**src/psg_pkg.sv**
```systemverilog
// Purpose: shared constants and helpers for the pulse servo status and gear block
// Assumes: 50 MHz reference clock, synchronous active-high reset
// Notes: all offsets, field positions, reset values and timing counts live here

package psg_pkg;

   // -----------------------------------------------------------------
   // register map (byte addresses, one aligned word each)
   // -----------------------------------------------------------------
   localparam int ADDR_W = 8;
   localparam logic [7:0] ADDR_GEAR = 8'h00;
   localparam logic [7:0] ADDR_MODE = 8'h04;
   localparam logic [7:0] ADDR_WIDTH = 8'h08;
   localparam logic [7:0] ADDR_TORQUE = 8'h0c;
   localparam logic [7:0] ADDR_STATUS = 8'h10;
   localparam logic [7:0] ADDR_LAG = 8'h14;

   // -----------------------------------------------------------------
   // field layouts
   // -----------------------------------------------------------------
   localparam int GEAR_W = 13;
   localparam int GEAR_MULT_LSB = 0;
   localparam int GEAR_DIV_LSB = 16;
   localparam int MODE_FMT_LSB = 0;
   localparam int MODE_POL_BIT = 2;
   localparam int WIDTH_W = 16;
   localparam int PCT_W = 7;
   localparam int ST_SETTLED = 0;
   localparam int ST_CAP_ACTIVE = 1;
   localparam int ST_REACHED = 2;
   localparam int ST_SERVO = 3;
   localparam int ST_FLAG = 4;
   localparam int LAG_W = 32;
   localparam int RES_W = 26;
   localparam int QCNT_W = 16;

   // -----------------------------------------------------------------
   // reset values and limits
   // -----------------------------------------------------------------
   localparam logic [12:0] GEAR_MIN = 13'h0001;
   localparam logic [12:0] GEAR_MAX = 13'h1000;
   localparam logic [12:0] GEAR_MULT_RST = 13'h0800;
   localparam logic [12:0] GEAR_DIV_RST = 13'h007d;
   localparam logic [1:0] FMT_QUAD = 2'h0;
   localparam logic [1:0] FMT_PULSE_DIR = 2'h1;
   localparam logic [1:0] FMT_FWD_REV = 2'h2;
   localparam logic [1:0] FMT_RST = 2'h1;
   localparam logic POL_RST = 1'b0;
   localparam logic [15:0] WIDTH_RST = 16'h000a;
   localparam logic [6:0] TORQUE_MAX_PCT = 7'h46;
   localparam logic [6:0] TORQUE_RST = 7'h46;
   localparam logic [6:0] TORQUE_FULL_PCT = 7'h64;
   localparam int ENC_COUNTS_PER_REV = 800;

   // -----------------------------------------------------------------
   // timing
   // -----------------------------------------------------------------
   localparam int CLK_HZ = 50000000;
   localparam int QUIET_TIME_NS = 1000000;
   localparam int QUIET_CYCLES = (QUIET_TIME_NS / 1000) * (CLK_HZ / 1000000);

   // -----------------------------------------------------------------
   // helpers
   // -----------------------------------------------------------------
   // keeps a gear value inside 1..4096 so the divider never sees zero
   function automatic logic [12:0] clamp_gear(input logic [31:0] v);
      logic [12:0] r;
      r = v[12:0];
      if (v[31:0] == 32'h0000_0000) begin
         r = GEAR_MIN;
      end else if (v > {19'h0, GEAR_MAX}) begin
         r = GEAR_MAX;
      end
      return r;
   endfunction

   function automatic logic [31:0] abs_lag(input logic signed [31:0] v);
      return v[31] ? 32'(-v) : 32'(v);
   endfunction

endpackage

```
**src/psg_gear.sv**
```systemverilog
// Purpose: electronic gear, multiplier over divisor, as a residue accumulator
// Assumes: multiplier and divisor already within 1..4096
// Notes: emits at most one output count per clock; large ratios queue in the residue

`timescale 1ns/1ps
`default_nettype none

module psg_gear (
   input wire logic ref_clk_i,
   input wire logic rst_i,
   input wire logic clear_i,
   input wire logic cmd_step_i,
   input wire logic cmd_dir_i,
   input wire logic [12:0] mult_i,
   input wire logic [12:0] div_i,
   output logic step_o,
   output logic dir_o
);

   typedef struct packed {
      logic signed [25:0] residue;
      logic step;
      logic dir;
   } psg_gear_state_t;

   psg_gear_state_t s_reg;
   psg_gear_state_t s_next;
   logic signed [25:0] r;
   logic signed [25:0] m;
   logic signed [25:0] d;

   // -----------------------------------------------------------------
   // scale
   // -----------------------------------------------------------------
   always_comb begin
      m = $signed({13'h0, mult_i});
      d = $signed({13'h0, div_i});
      r = s_reg.residue;
      s_next = s_reg;
      s_next.step = 1'b0;
      if (cmd_step_i) begin
         r = cmd_dir_i ? 26'(r + m) : 26'(r - m); // [RULE13]
      end
      if (r >= d) begin
         r = 26'(r - d);
         s_next.step = 1'b1;
         s_next.dir = 1'b1;
      end else if (r <= -d) begin
         r = 26'(r + d);
         s_next.step = 1'b1;
         s_next.dir = 1'b0;
      end
      s_next.residue = r;
      if (clear_i) begin
         s_next = '0;
      end
   end

   always_ff @(posedge ref_clk_i) begin
      if (rst_i) begin
         s_reg <= '0;
      end else begin
         s_reg <= s_next;
      end
   end

   assign step_o = s_reg.step;
   assign dir_o = s_reg.dir;

endmodule

`default_nettype wire

```
**src/psg_pulse_decode.sv**
```systemverilog
// Purpose: turns the two command pulse pins into one step and a direction
// Assumes: pins already synchronous to ref_clk_i
// Notes: an illegal format code produces no steps

`timescale 1ns/1ps
`default_nettype none

module psg_pulse_decode (
   input wire logic ref_clk_i,
   input wire logic rst_i,
   input wire logic pulse_input_a_i,
   input wire logic pulse_input_b_i,
   input wire logic [1:0] pulse_format_select_i,
   input wire logic polarity_i,
   output logic step_o,
   output logic dir_o
);

   typedef struct packed {
      logic a_prev;
      logic b_prev;
      logic step;
      logic dir;
   } psg_dec_state_t;

   psg_dec_state_t s_reg;
   psg_dec_state_t s_next;
   logic a;
   logic b;

   // -----------------------------------------------------------------
   // decode
   // -----------------------------------------------------------------
   always_comb begin
      a = pulse_input_a_i ^ polarity_i; // [RULE15] [RULE17]
      b = pulse_input_b_i ^ polarity_i;
      s_next = s_reg;
      s_next.a_prev = a;
      s_next.b_prev = b;
      s_next.step = 1'b0;
      s_next.dir = s_reg.dir;
      case (pulse_format_select_i) // [RULE15] [RULE16]
         psg_pkg::FMT_QUAD: begin
            // four-fold: every single-pin edge is a count; both at once is noise
            if ((a ^ s_reg.a_prev) ^ (b ^ s_reg.b_prev)) begin
               s_next.step = 1'b1;
               s_next.dir = ~(s_reg.a_prev ^ b);
            end
         end
         psg_pkg::FMT_PULSE_DIR: begin
            if (a && !s_reg.a_prev) begin
               s_next.step = 1'b1;
               s_next.dir = b;
            end
         end
         psg_pkg::FMT_FWD_REV: begin
            // simultaneous forward and reverse edges cancel
            if ((a && !s_reg.a_prev) != (b && !s_reg.b_prev)) begin
               s_next.step = 1'b1;
               s_next.dir = a && !s_reg.a_prev;
            end
         end
         default: begin
            s_next.step = 1'b0;
         end
      endcase
   end

   always_ff @(posedge ref_clk_i) begin
      if (rst_i) begin
         s_reg <= '0;
      end else begin
         s_reg <= s_next;
      end
   end

   assign step_o = s_reg.step;
   assign dir_o = s_reg.dir;

endmodule

`default_nettype wire

```
**src/psg_top.sv**
```systemverilog
// Purpose: deviation counter, position-settled report and thrust cap handling
// Assumes: encoder feedback arrives as a one-cycle step with a direction
// Notes: configuration sits behind a small register port
//
// Notes on behaviour
// (RULE1) servo on: settled output high when lag magnitude is within positioning width
// (RULE2) settled output stays low while the servo is off
// (RULE3) at servo-on present position is the target, so settled goes high
// (RULE4) any command pulse in the last 1ms forces settled low
// (RULE5) thrust cap request high limits torque to the programmed percentage
// (RULE6) with cap request high, settled output shows cap-reached instead
// (RULE7) cap request is ignored during home return or forced stop; the pattern 1 lag clear (clear_mode) still uses the raw request
// (RULE8) host must not drop cap request while cap-reached is high
// (RULE9) pattern 1 with cap request: fault recover input becomes lag clear
// (RULE10) a lag clear drops cap-reached and makes current position the target
// (RULE11) lag clear acts on its rising edge only; pulses still count meanwhile
// (RULE12) host asserts lag clear only when discarding lag is intended
// (RULE13) each command pulse is scaled by multiplier over divisor, 1..4096
// (RULE14) feedback is 800 encoder counts per revolution; gear sets unit travel
// (RULE15) pulse format and pin polarity come from configuration
// (RULE16) format 0 quadrature x4, 1 pulse plus sign, 2 forward/reverse
// (RULE17) polarity 0 positive logic, 1 negative logic
// (RULE18) lag adds scaled command steps and subtracts encoder feedback counts

`timescale 1ns/1ps
`default_nettype none

module psg_top #(
   parameter int unsigned QUIET_CYCLES = psg_pkg::QUIET_CYCLES
) (
   input wire logic ref_clk_i,
   input wire logic rst_i,
   input wire logic [7:0] reg_addr_i,
   input wire logic [31:0] reg_wdata_i,
   input wire logic reg_wr_i,
   input wire logic reg_rd_i,
   output logic [31:0] reg_rdata_o,
   input wire logic servo_on_i,
   input wire logic signal_pattern1_i,
   input wire logic home_return_active_i,
   input wire logic forced_stop_i,
   input wire logic pulse_input_a_i,
   input wire logic pulse_input_b_i,
   input wire logic thrust_cap_request_i,
   input wire logic fault_recover_input_i,
   input wire logic enc_step_i,
   input wire logic enc_dir_i,
   input wire logic [6:0] torque_now_pct_i,
   output logic position_settled_flag_o,
   output logic [6:0] torque_limit_pct_o,
   output logic alarm_reset_pulse_o,
   output logic [31:0] lag_count_o
);

   localparam logic [15:0] QUIET_MAX = 16'(QUIET_CYCLES);

   typedef struct packed {
      logic [12:0] mult;
      logic [12:0] div;
      logic [1:0] fmt;
      logic pol;
      logic [15:0] width;
      logic [6:0] torque;
      logic signed [31:0] lag;
      logic [15:0] quiet;
      logic servo_prev;
      logic res_prev;
      logic settled;
      logic reached;
      logic armed;
      logic flag;
      logic alarm_pulse;
      logic [6:0] tq_out;
      logic [31:0] rd_data;
   } psg_top_state_t;

   psg_top_state_t s_reg;
   psg_top_state_t s_next;

   logic cmd_step;
   logic cmd_dir;
   logic gear_step;
   logic gear_dir;
   logic cap_active;
   logic clear_mode;
   logic res_rise;
   logic lag_clear;
   logic gear_clear;
   logic signed [31:0] delta;
   logic [31:0] status;

   // -----------------------------------------------------------------
   // pulse front end and gear
   // -----------------------------------------------------------------
   psg_pulse_decode u_decode (
      .ref_clk_i(ref_clk_i),
      .rst_i(rst_i),
      .pulse_input_a_i(pulse_input_a_i),
      .pulse_input_b_i(pulse_input_b_i),
      .pulse_format_select_i(s_reg.fmt),
      .polarity_i(s_reg.pol),
      .step_o(cmd_step),
      .dir_o(cmd_dir)
   );

   psg_gear u_gear (
      .ref_clk_i(ref_clk_i),
      .rst_i(rst_i),
      .clear_i(gear_clear),
      .cmd_step_i(cmd_step),
      .cmd_dir_i(cmd_dir),
      .mult_i(s_reg.mult),
      .div_i(s_reg.div),
      .step_o(gear_step),
      .dir_o(gear_dir)
   );

   // -----------------------------------------------------------------
   // next state
   // -----------------------------------------------------------------
   always_comb begin
      cap_active = thrust_cap_request_i && !home_return_active_i && !forced_stop_i; // [RULE7]
      clear_mode = signal_pattern1_i && thrust_cap_request_i; // [RULE9]
      res_rise = fault_recover_input_i && !s_reg.res_prev; // [RULE11]
      lag_clear = clear_mode && res_rise && servo_on_i;
      gear_clear = lag_clear || !servo_on_i;
      // feedback counts are encoder counts, the unit the gear scales into
      delta = 32'sh0; // [RULE14]
      if (gear_step) begin
         delta = gear_dir ? 32'sh1 : -32'sh1;
      end
      if (enc_step_i) begin
         delta = enc_dir_i ? 32'(delta - 32'sh1) : 32'(delta + 32'sh1);
      end
      status = 32'h0;
      status[psg_pkg::ST_SETTLED] = s_reg.settled;
      status[psg_pkg::ST_CAP_ACTIVE] = cap_active;
      status[psg_pkg::ST_REACHED] = s_reg.reached;
      status[psg_pkg::ST_SERVO] = s_reg.servo_prev;
      status[psg_pkg::ST_FLAG] = s_reg.flag;

      s_next = s_reg;
      s_next.servo_prev = servo_on_i;
      s_next.res_prev = fault_recover_input_i;

      // lag count; held at zero while off so servo-on starts on target
      if (!servo_on_i || lag_clear) begin
         s_next.lag = 32'sh0; // [RULE3] [RULE10]
      end else begin
         s_next.lag = 32'(s_reg.lag + delta); // [RULE18] [RULE11]
      end

      // command quiet window; saturated while off so servo-on can report settled
      if (!servo_on_i) begin
         s_next.quiet = QUIET_MAX; // [RULE3]
      end else if (cmd_step) begin
         s_next.quiet = 16'h0; // [RULE4]
      end else if (s_reg.quiet < QUIET_MAX) begin
         s_next.quiet = 16'(s_reg.quiet + 16'h1);
      end

      s_next.settled = servo_on_i && (s_reg.quiet == QUIET_MAX) && // [RULE4]
         (psg_pkg::abs_lag(s_reg.lag) <= {16'h0, s_reg.width}); // [RULE1]

      // cap reached: re-armed only once torque falls under the limit after a clear,
      // so the clear really drops the flag while the load is still pressing
      if (lag_clear) begin
         s_next.armed = 1'b0; // [RULE10]
      end else if (torque_now_pct_i < s_reg.torque) begin
         s_next.armed = 1'b1;
      end
      if (!cap_active || !servo_on_i || lag_clear) begin
         s_next.reached = 1'b0; // [RULE10]
      end else if (s_reg.armed && torque_now_pct_i >= s_reg.torque) begin
         s_next.reached = 1'b1; // [RULE6]
      end

      // dropping the request while reached is a host fault; the cap is released anyway
      s_next.flag = servo_on_i && (cap_active ? s_next.reached : s_next.settled); // [RULE2] [RULE6] [RULE8]
      s_next.tq_out = cap_active ? s_reg.torque : psg_pkg::TORQUE_FULL_PCT; // [RULE5] [RULE7]
      s_next.alarm_pulse = res_rise && !clear_mode; // [RULE9]

      // register port
      s_next.rd_data = 32'h0;
      if (reg_rd_i) begin
         unique case (reg_addr_i)
            psg_pkg::ADDR_GEAR: begin
               s_next.rd_data[psg_pkg::GEAR_MULT_LSB +: psg_pkg::GEAR_W] = s_reg.mult;
               s_next.rd_data[psg_pkg::GEAR_DIV_LSB +: psg_pkg::GEAR_W] = s_reg.div;
            end
            psg_pkg::ADDR_MODE: begin
               s_next.rd_data[psg_pkg::MODE_FMT_LSB +: 2] = s_reg.fmt;
               s_next.rd_data[psg_pkg::MODE_POL_BIT] = s_reg.pol;
            end
            psg_pkg::ADDR_WIDTH: begin
               s_next.rd_data[psg_pkg::WIDTH_W-1:0] = s_reg.width;
            end
            psg_pkg::ADDR_TORQUE: begin
               s_next.rd_data[psg_pkg::PCT_W-1:0] = s_reg.torque;
            end
            psg_pkg::ADDR_STATUS: begin
               s_next.rd_data = status;
            end
            psg_pkg::ADDR_LAG: begin
               s_next.rd_data = s_reg.lag;
            end
            default: begin
               s_next.rd_data = 32'h0;
            end
         endcase
      end
      if (reg_wr_i) begin
         unique case (reg_addr_i)
            psg_pkg::ADDR_GEAR: begin
               s_next.mult = psg_pkg::clamp_gear({19'h0, reg_wdata_i[12:0]}); // [RULE13]
               s_next.div = psg_pkg::clamp_gear({19'h0, reg_wdata_i[28:16]});
            end
            psg_pkg::ADDR_MODE: begin
               s_next.fmt = reg_wdata_i[psg_pkg::MODE_FMT_LSB +: 2]; // [RULE15]
               s_next.pol = reg_wdata_i[psg_pkg::MODE_POL_BIT];
            end
            psg_pkg::ADDR_WIDTH: begin
               s_next.width = reg_wdata_i[psg_pkg::WIDTH_W-1:0];
            end
            psg_pkg::ADDR_TORQUE: begin
               s_next.torque = (reg_wdata_i[6:0] > psg_pkg::TORQUE_MAX_PCT) ?
                  psg_pkg::TORQUE_MAX_PCT : reg_wdata_i[6:0];
            end
            default: begin
               s_next.torque = s_reg.torque;
            end
         endcase
      end
   end

   // -----------------------------------------------------------------
   // state register
   // -----------------------------------------------------------------
   always_ff @(posedge ref_clk_i) begin
      if (rst_i) begin
         s_reg <= '0;
         s_reg.mult <= psg_pkg::GEAR_MULT_RST;
         s_reg.div <= psg_pkg::GEAR_DIV_RST;
         s_reg.fmt <= psg_pkg::FMT_RST; // [RULE16]
         s_reg.pol <= psg_pkg::POL_RST; // [RULE17]
         s_reg.width <= psg_pkg::WIDTH_RST;
         s_reg.torque <= psg_pkg::TORQUE_RST;
         s_reg.quiet <= QUIET_MAX;
         s_reg.armed <= 1'b1;
         s_reg.tq_out <= psg_pkg::TORQUE_FULL_PCT;
      end else begin
         s_reg <= s_next;
      end
   end

   assign reg_rdata_o = s_reg.rd_data;
   assign position_settled_flag_o = s_reg.flag;
   assign torque_limit_pct_o = s_reg.tq_out;
   assign alarm_reset_pulse_o = s_reg.alarm_pulse;
   assign lag_count_o = s_reg.lag;

   // -----------------------------------------------------------------
   // checks
   // -----------------------------------------------------------------
   property p_servo_off_low;
      @(posedge ref_clk_i) disable iff (rst_i)
      !servo_on_i |=> !position_settled_flag_o;
   endproperty
   a_servo_off_low: assert property (p_servo_off_low) // [RULE2]
      else $error("settled output high with servo off");

   property p_servo_on_settles;
      @(posedge ref_clk_i) disable iff (rst_i)
      ($rose(servo_on_i) && !cap_active) |=> position_settled_flag_o;
   endproperty
   a_servo_on_settles: assert property (p_servo_on_settles) // [RULE3]
      else $error("settled output not high after servo on");

   property p_settled_in_width;
      @(posedge ref_clk_i) disable iff (rst_i)
      s_reg.settled |-> psg_pkg::abs_lag($past(s_reg.lag)) <= {16'h0, $past(s_reg.width)};
   endproperty
   a_settled_in_width: assert property (p_settled_in_width) // [RULE1]
      else $error("settled with lag outside positioning width");

   property p_pulse_blocks_settled;
      @(posedge ref_clk_i) disable iff (rst_i)
      cmd_step |-> ##2 !s_reg.settled;
   endproperty
   a_pulse_blocks_settled: assert property (p_pulse_blocks_settled) // [RULE4]
      else $error("settled despite recent command pulse");

   property p_cap_torque;
      @(posedge ref_clk_i) disable iff (rst_i)
      cap_active |=> torque_limit_pct_o == $past(s_reg.torque);
   endproperty
   a_cap_torque: assert property (p_cap_torque) // [RULE5]
      else $error("torque limit not applied under cap request");

   property p_cap_flag;
      @(posedge ref_clk_i) disable iff (rst_i)
      (servo_on_i && cap_active) |=> position_settled_flag_o == s_reg.reached;
   endproperty
   a_cap_flag: assert property (p_cap_flag) // [RULE6]
      else $error("output does not show cap reached");

   property p_cap_ignored;
      @(posedge ref_clk_i) disable iff (rst_i)
      (home_return_active_i || forced_stop_i) |=>
         (torque_limit_pct_o == psg_pkg::TORQUE_FULL_PCT) && !s_reg.reached;
   endproperty
   a_cap_ignored: assert property (p_cap_ignored) // [RULE7]
      else $error("cap request honoured during home return or stop");

   property p_clear_source;
      @(posedge ref_clk_i) disable iff (rst_i)
      lag_clear |-> signal_pattern1_i && thrust_cap_request_i && $rose(fault_recover_input_i);
   endproperty
   a_clear_source: assert property (p_clear_source) // [RULE9] [RULE11]
      else $error("lag clear without edge in pattern 1 under cap request");

   property p_clear_effect;
      @(posedge ref_clk_i) disable iff (rst_i)
      lag_clear |=> (s_reg.lag == 32'sh0) && !s_reg.reached && !position_settled_flag_o;
   endproperty
   a_clear_effect: assert property (p_clear_effect) // [RULE10]
      else $error("lag clear did not zero lag and drop cap reached");

   property p_lag_follows;
      @(posedge ref_clk_i) disable iff (rst_i)
      (servo_on_i && !lag_clear && gear_step && gear_dir && !enc_step_i) |=>
         s_reg.lag == 32'($past(s_reg.lag) + 32'sh1);
   endproperty
   a_lag_follows: assert property (p_lag_follows) // [RULE18]
      else $error("lag did not count a scaled command step");

endmodule

`default_nettype wire
```
**config.mk**
```make
export PLATFORM = sky130hd
export DESIGN_NAME = psg_top
export DESIGN_NICKNAME = d
export VERILOG_FILES = /design/src/psg_pkg.sv /design/src/psg_gear.sv /design/src/psg_pulse_decode.sv /design/src/psg_top.sv
export SDC_FILE = /design/constraint.sdc
export NUM_CORES = 1
export LEC_CHECK = 0
export BUFFER_PORTS_ARGS = -buffer_cell sky130_fd_sc_hd__buf_2
export CAP_MARGIN = 20
export CELL_PAD_IN_SITES_DETAIL_PLACEMENT = 1
export CELL_PAD_IN_SITES_GLOBAL_PLACEMENT = 2
export CORE_MARGIN = 4
export CORE_UTILIZATION = 39
export CTS_CLUSTER_DIAMETER = 30
export DETAILED_ROUTE_END_ITERATION = 12
export PLACE_DENSITY_LB_ADDON = 0.08
export SLEW_MARGIN = 5
export SYNTH_ARGS = -nofsm -noshare
export SYNTH_HDL_FRONTEND = slang
export SYNTH_SLANG_ARGS = --single-unit
```
**constraint.sdc**
```tcl
create_clock -name ref_clk_i -period 12.7 [get_ports ref_clk_i]
set_clock_uncertainty 0.15 [all_clocks]
set_input_delay 1.27 -clock ref_clk_i [delete_from_list [all_inputs] [get_ports ref_clk_i]]
set_output_delay 1.27 -clock ref_clk_i [all_outputs]
set_load 0.01 [all_outputs]
```
Word level (Yosys, flattened, before mapping)
Cells that the tools add are included.
{ "word_totals": {"output_inout_bits": 73, "wordCells": 144, "register_bits": 178} }
{ "classes": {"eq_ne": 12, "bitwise": 11, "n_lt_le_gt_ge": 9, "n_mux": 33, "reduce_logical": 43, "n_addsub": 10} }
{ "ops": {"columns": ["cell", "n"], "rows": [
  ["two-way mux 32 bit", 5],
  ["two-way mux 26 bit", 4],
  ["adder 26 x 14 -> 26 bit", 2],
  ["two-way mux 13 bit", 4],
  ["subtractor 26 x 14 -> 26 bit", 2],
  ["adder 32 x 2 -> 32 bit (second input constant)", 1],
  ["adder 32 bit", 1],
  ["less-or-equal comparator 32 x 16 -> 1 bit", 1],
  ["two-way mux 16 bit", 2],
  ["negation 32 bit", 1],
  ["subtractor 32 x 2 -> 32 bit (second input constant)", 1],
  ["greater-or-equal comparator 26 x 14 -> 1 bit", 1],
  ["> comparator 13 bit (second input constant)", 2],
  ["less-or-equal comparator 26 bit", 1],
  ["zero test 13 bit", 2],
  ["negation 13 -> 26 bit", 1],
  ["case mux 13 bit (2 select lines)", 1],
  ["case mux 4 bit (5 select lines)", 1],
  ["case mux 3 bit (6 select lines)", 1],
  ["case mux 6 bit (3 select lines)", 1],
  ["adder 16 x 1 -> 16 bit (second input constant)", 1],
  ["== test 16 bit (second input constant)", 1],
  ["== test 8 x 4 -> 1 bit (second input constant)", 2],
  ["== test 8 x 5 -> 1 bit (second input constant)", 2],
  ["other kinds (27)", 77]
]} }

Logic depth before layout (Yosys ltp)
{ "logic_depth": {"word_depth": 9, "ltp_mapped": 28} }

Modules after synthesis
A second synthesis with hierarchy kept.
{ "hier_totals": {"cells_unflattened": 1923, "hier_area_um2": 15113.2} }
{ "modules_own_cells": {"columns": ["mod", "seq_area_each_um2", "area_each_um2", "n_inst", "cells_per_inst"], "rows": [
  ["psg_top", 2922.8, 8937.3, 1, 1084],
  ["psg_gear", 560.5, 5850.6, 1, 804],
  ["psg_pulse_decode", 80.1, 325.3, 1, 35]
]} }

Least setup slack after synthesis
Ideal clock, no wire load.
{ "synth_path": {"kind": "register to register", "from": "register s_reg[135] (netlist bit)", "to": "register u_gear.s_reg[7] (netlist bit)", "slack_ns": 6.360, "setup_time_ns": 0.095, "t_arrival_ns": 6.094, "synth_period_minus_slack_ns": 6.340, "stages_incl_launch_ff": 22, "cell_sequence": "dfxtp_1 or4_4 nor4_4 nor4b_4 a31oi_2 ha_1 a21o_1 o21bai_1 a211oi_2 o211ai_2 o221a_1 o21a_1 o31ai_1 ha_1 nand4_1 or4_1 o32ai_1 nor3_1 a21o_2 and2_1 buf_6 a221oi_1"} }
{ "synth_between": {"elab_chain_len": 6} }
{ "synth_rtl": {"columns": ["item", "line", "rtl"], "rows": [
  ["start, declared", "psg_top.sv:77", "psg_top_state_t s_reg;"],
  ["start signal, assigned", "psg_top.sv:252", "s_reg <= s_next;"],
  ["subtractor 26 x 14 -> 26 bit or adder 26 x 14 -> 26 bit (tied branches)", "psg_gear.sv:42", "r = cmd_dir_i ? 26'(r + m) : 26'(r - m);"],
  ["two-way mux 26 bit *", "psg_gear.sv:42", null],
  ["two-way mux 26 bit *", "psg_gear.sv:41", "if (cmd_step_i) begin"],
  ["adder 26 x 14 -> 26 bit or less-or-equal comparator 26 bit (tied branches)", "psg_gear.sv:49, psg_gear.sv:48", null],
  ["two-way mux 26 bit", "psg_gear.sv:48", "end else if (r <= -d) begin"],
  ["two-way mux 26 bit *", "psg_gear.sv:44", "if (r >= d) begin"],
  ["end signal, assigned", "psg_gear.sv:63", "s_reg <= s_next;"],
  ["end, declared", "psg_gear.sv:26", "psg_gear_state_t s_reg;"]
]} }
Every way passes the cells marked *; elsewhere a longest branch is shown, timed or not.
A chain may end at the register's enable or synchronous reset.

Worst setup path after layout
{ "layout_path": {"from": "register s_reg[135] (netlist bit)", "to": "register u_gear.s_reg[15] (netlist bit)"} }
The elaborated chain is that of the path after synthesis.

==> results by group <==
Clock network
  – Clk root buf: sky130_fd_sc_hd__clkbuf_16
  – H-tree lvl count: 4
  – CTS tree: built
  – Total clock sinks: 178
  – Buffer count from post-CTS setup fixing: 0
  – Clock-pin slew of the registers on the worst-case setup and hold paths: 0.07 ns
  – Number of instances resized during post-cts repair: 0
  – Clock latency at the later pin of the worst-skew pair: 0.46 ns
  – Number of buffers created by CTS: 17
  – Maximum clock insertion buffer count: 2
  – Hold buffer count at CTS: 0

Route
  – Average routed wire per standard cell: approximately 21 um
  – Detailed-route DRC error count: 0
  – Routed length on met3: 1388 um
  – Post-Route M1 WL: between 20,000 and 25,000 um
  – Number of vias after detailed routing: 13,760
  – Highest metal layer with signal wires: met5
  – Number of iterations in the first detailed-routing pass: 5
  – Total length of routed met2 wires: 24,860 um
  – Antenna-violating nets left: 0
  – Via count normalized by instance count: 5.813
  – First DRT Iteration DRCs: 844
  – Routed Wire Length: about 50,000 um

Worst setup path
  – Crit Path Category: reg -> reg
  – Kind of launch point of the worst setup path: flop
  – Stage delay of the slowest cell on the critical path: 0.80 ns
  – Delay-heaviest family, CP: compound AO/OA/AOI/OAI gates
  – CP required: 12.89 ns
  – CP max stage cell: sky130_fd_sc_hd__o41ai_1
  – Setup crit end kind: flop
  – Arrival time at the worst endpoint: 8.30 ns
  – Maximum fanout along the worst path: 14
  – Count of buffering cells on the critical path with inverters included: 0
  – Critical path cell sequence: or4_4, nor4_4, nor4b_4, a21oi_1, xnor2_1, ha_1, nand2_1, o41ai_1, nor3_1, o31ai_2, ha_1, nand4_1, nor2_1, nand4_1, or4_1, o32ai_1, o211ai_1, o21ai_2, a22oi_1, mux2i_1

Placed design
  – Final weighted congestion of routability-driven global placement: 0.8442
  – Setup slack after placement: ~4.7 ns
  – HPWL reported at the end of detailed placement: 39,160 um
  – Number of input and output port buffers inserted: 130

Global routing
  – Largest net degree at the start of global routing: 49
  – GR Util All Layers: between 20% and 30%
  – Wire length of the first global-routing pass: 78,880 um
  – Vias in the first global route: between 10,000 and 15,000
  – Initial antenna violation count: 1
  – Remaining global-route overflow: 0

STA
  – Hold_ws: 0.2717 ns
  – Endpoints failing hold: 0
  – Headroom to the max-slew limit: 29.70%
  – Max Clock Freq: 123.3 MHz
  – # setup viols final: 0
  – Max Slew Vio Count: 0
  – RSZ-0062 raised after global routing: false
  – Actual slew at the worst max-slew pin: 1.052 ns
  – Part of the cycle the worst path needs: 63.88%
  – Slack of the critical path: 4.587 ns
  – Post-layout minimum cycle time: roughly 8 ns
  – Final sum of negative setup slack: 0 ns

Synth
  – Cells after Synth: between 1,500 and 2,000
  – Cells taking the most area after synthesis: sky130_fd_sc_hd__dfxtp_1 24%, sky130_fd_sc_hd__ha_1 12%, sky130_fd_sc_hd__a21oi_1 4.9%, sky130_fd_sc_hd__nor2_1 4.5%, sky130_fd_sc_hd__nand2_1 3.9%
  – Post-synthesis register bit count: 178
  – Seq/Total Area, Yosys: 24.33%
  – Number of enable-type register cells in the synthesized netlist: 0
  – Largest area contributor in the synthesized netlist: sky130_fd_sc_hd__dfxtp_1
  – Area share of the largest cell type after synthesis: approximately a quarter
  – Dominant synthesized flop cell: sky130_fd_sc_hd__dfxtp_1
  – Yosys synthesis warning count: 0
  – Netlist area before placement: 14,650 um2
  – Nets in the synthesized netlist: approximately 2,100
  – Proportion of synthesized flip-flops having asynchronous set or reset: 0%
  – Post-Syn Area per Cell: 7.908 um2
  – Count of distinct cell types in the synthesized netlist: 94

Run status
  – Run status: finished, final reports clean

Pwr
  – Leakage Power: 7.007 nW
  – Worst-case vdd ir drop: 105.4 uV
  – Power per cell area: approximately 200 nW/um2
  – Tot Pwr: 0.003164 W

Floorplan
  – Starting density of the core: 39.81%
  – DIE HEIGHT: 201.8 um
  – Placeable core area: 36,790 um2
  – Area of the die: 40,720 um2
  – Number of placed I/O pins: 134
  – Die W: 201.8 um
  – Count of standard-cell rows: 70

Final layout
  – Ratio of cells with drive above 1 in the final layout: approximately an eighth
  – Number of flip-flops in the largest register: 73
  – Antenna Cells: 0
  – NumNets Final: 2,097
  – Synthesis-to-layout area growth: 8.116%

Run
  – Number of max-cap violations: 0

Worst hold path
  – Worst min-delay path category: reg -> reg
## metal layers
metal / up-vias / global-route usage, %
met4: 2 / 6.104
met5: - / 0
met2: 233 / 43.14
met3: 63 / 3.177
met1: 6767 / 30.19
li1: 6695 / -
## placed cells by master, fill, tap and decap left out, types with 20 or more instances in the layout
cell                         n
sky130_fd_sc_hd__and3_1     28
sky130_fd_sc_hd__a22oi_1    33
sky130_fd_sc_hd__xor2_1     33
sky130_fd_sc_hd__nor2_1    174
sky130_fd_sc_hd__dfxtp_1   178
sky130_fd_sc_hd__o21ai_0    88
sky130_fd_sc_hd__a31oi_1    20
sky130_fd_sc_hd__inv_1     122
sky130_fd_sc_hd__o21a_1     20
sky130_fd_sc_hd__buf_4      20
sky130_fd_sc_hd__ha_1      140
sky130_fd_sc_hd__nand2_1   150
sky130_fd_sc_hd__a21oi_1   142
sky130_fd_sc_hd__nor2b_1    23
sky130_fd_sc_hd__buf_2     130
sky130_fd_sc_hd__nand3_1    43
sky130_fd_sc_hd__nand2b_1   20
sky130_fd_sc_hd__nor3_1     38
sky130_fd_sc_hd__a21o_1     29
sky130_fd_sc_hd__xnor2_1    64
sky130_fd_sc_hd__nand4_1    26
## through the flow
stage	std cells	utilization [%]	instance area [um2]
floorplan	1852	-	14650
global placement	2334	41.40	15230
detailed placement	2334	41.40	15230
CTS	2366	43.03	15830
global route	2367	43.04	15830
finish	2367	43.04	15830
## power breakdown
| part | switching (W) | internal (W) |
|---|---|---|
| combinational | 0.00119 | 0.000715 |
| sequential | 0.0000838 | 0.000615 |
| clock | 0.000267 | 0.000297 |
| total | 0.00154 | 0.00163 |
## area by class of cell
cell class	count	area, um2
fillers	4521	20950
multi-input cells	1413	9811
flip-flops and latches	178	3563
repair buffers	151	805.8
well taps	468	585.6
inverters	125	469.2
clock buffers	18	429.2
clock inverters	14	170.2
## cells by family after synthesis
logic type | Yosys count | share of synthesized area, %
DFF | 178 | 24.33
and+or+nand+nor | 603 | 20.62
buffers and inverters | 261 | 8.740
xor gates and xnor gates | 97 | 5.801
muxes | 30 | 2.238
adders and majority gates | 153 | 13.54
AOI/OAI and AO/OA | 530 | 24.73
## synthesized netlist by cell type, types with 33 or more instances
library cell                 n
sky130_fd_sc_hd__clkbuf_1   46
sky130_fd_sc_hd__dfxtp_1   178
sky130_fd_sc_hd__a21oi_1   142
sky130_fd_sc_hd__nand3_1    43
sky130_fd_sc_hd__nor3_1     38
sky130_fd_sc_hd__nand2_1   151
sky130_fd_sc_hd__inv_1     122
sky130_fd_sc_hd__ha_1      140
sky130_fd_sc_hd__xor2_1     33
sky130_fd_sc_hd__nor2_1    174
sky130_fd_sc_hd__xnor2_1    64
sky130_fd_sc_hd__buf_4      74
sky130_fd_sc_hd__o21ai_0    88
sky130_fd_sc_hd__a22oi_1    33
## path summary, 6_finish.rpt
path,start,endpoint,slack (ns),cells after the start
setup / recovery,s_reg[135],u_gear.s_reg[15],4.59,20
hold / removal,s_reg[44],alarm_reset_pulse_o,0.27,1
setup reg to reg,s_reg[135],u_gear.s_reg[15],4.59,20
hold reg to reg,s_reg[44],alarm_reset_pulse_o,0.27,1
(Power assumes the default switching activity.)
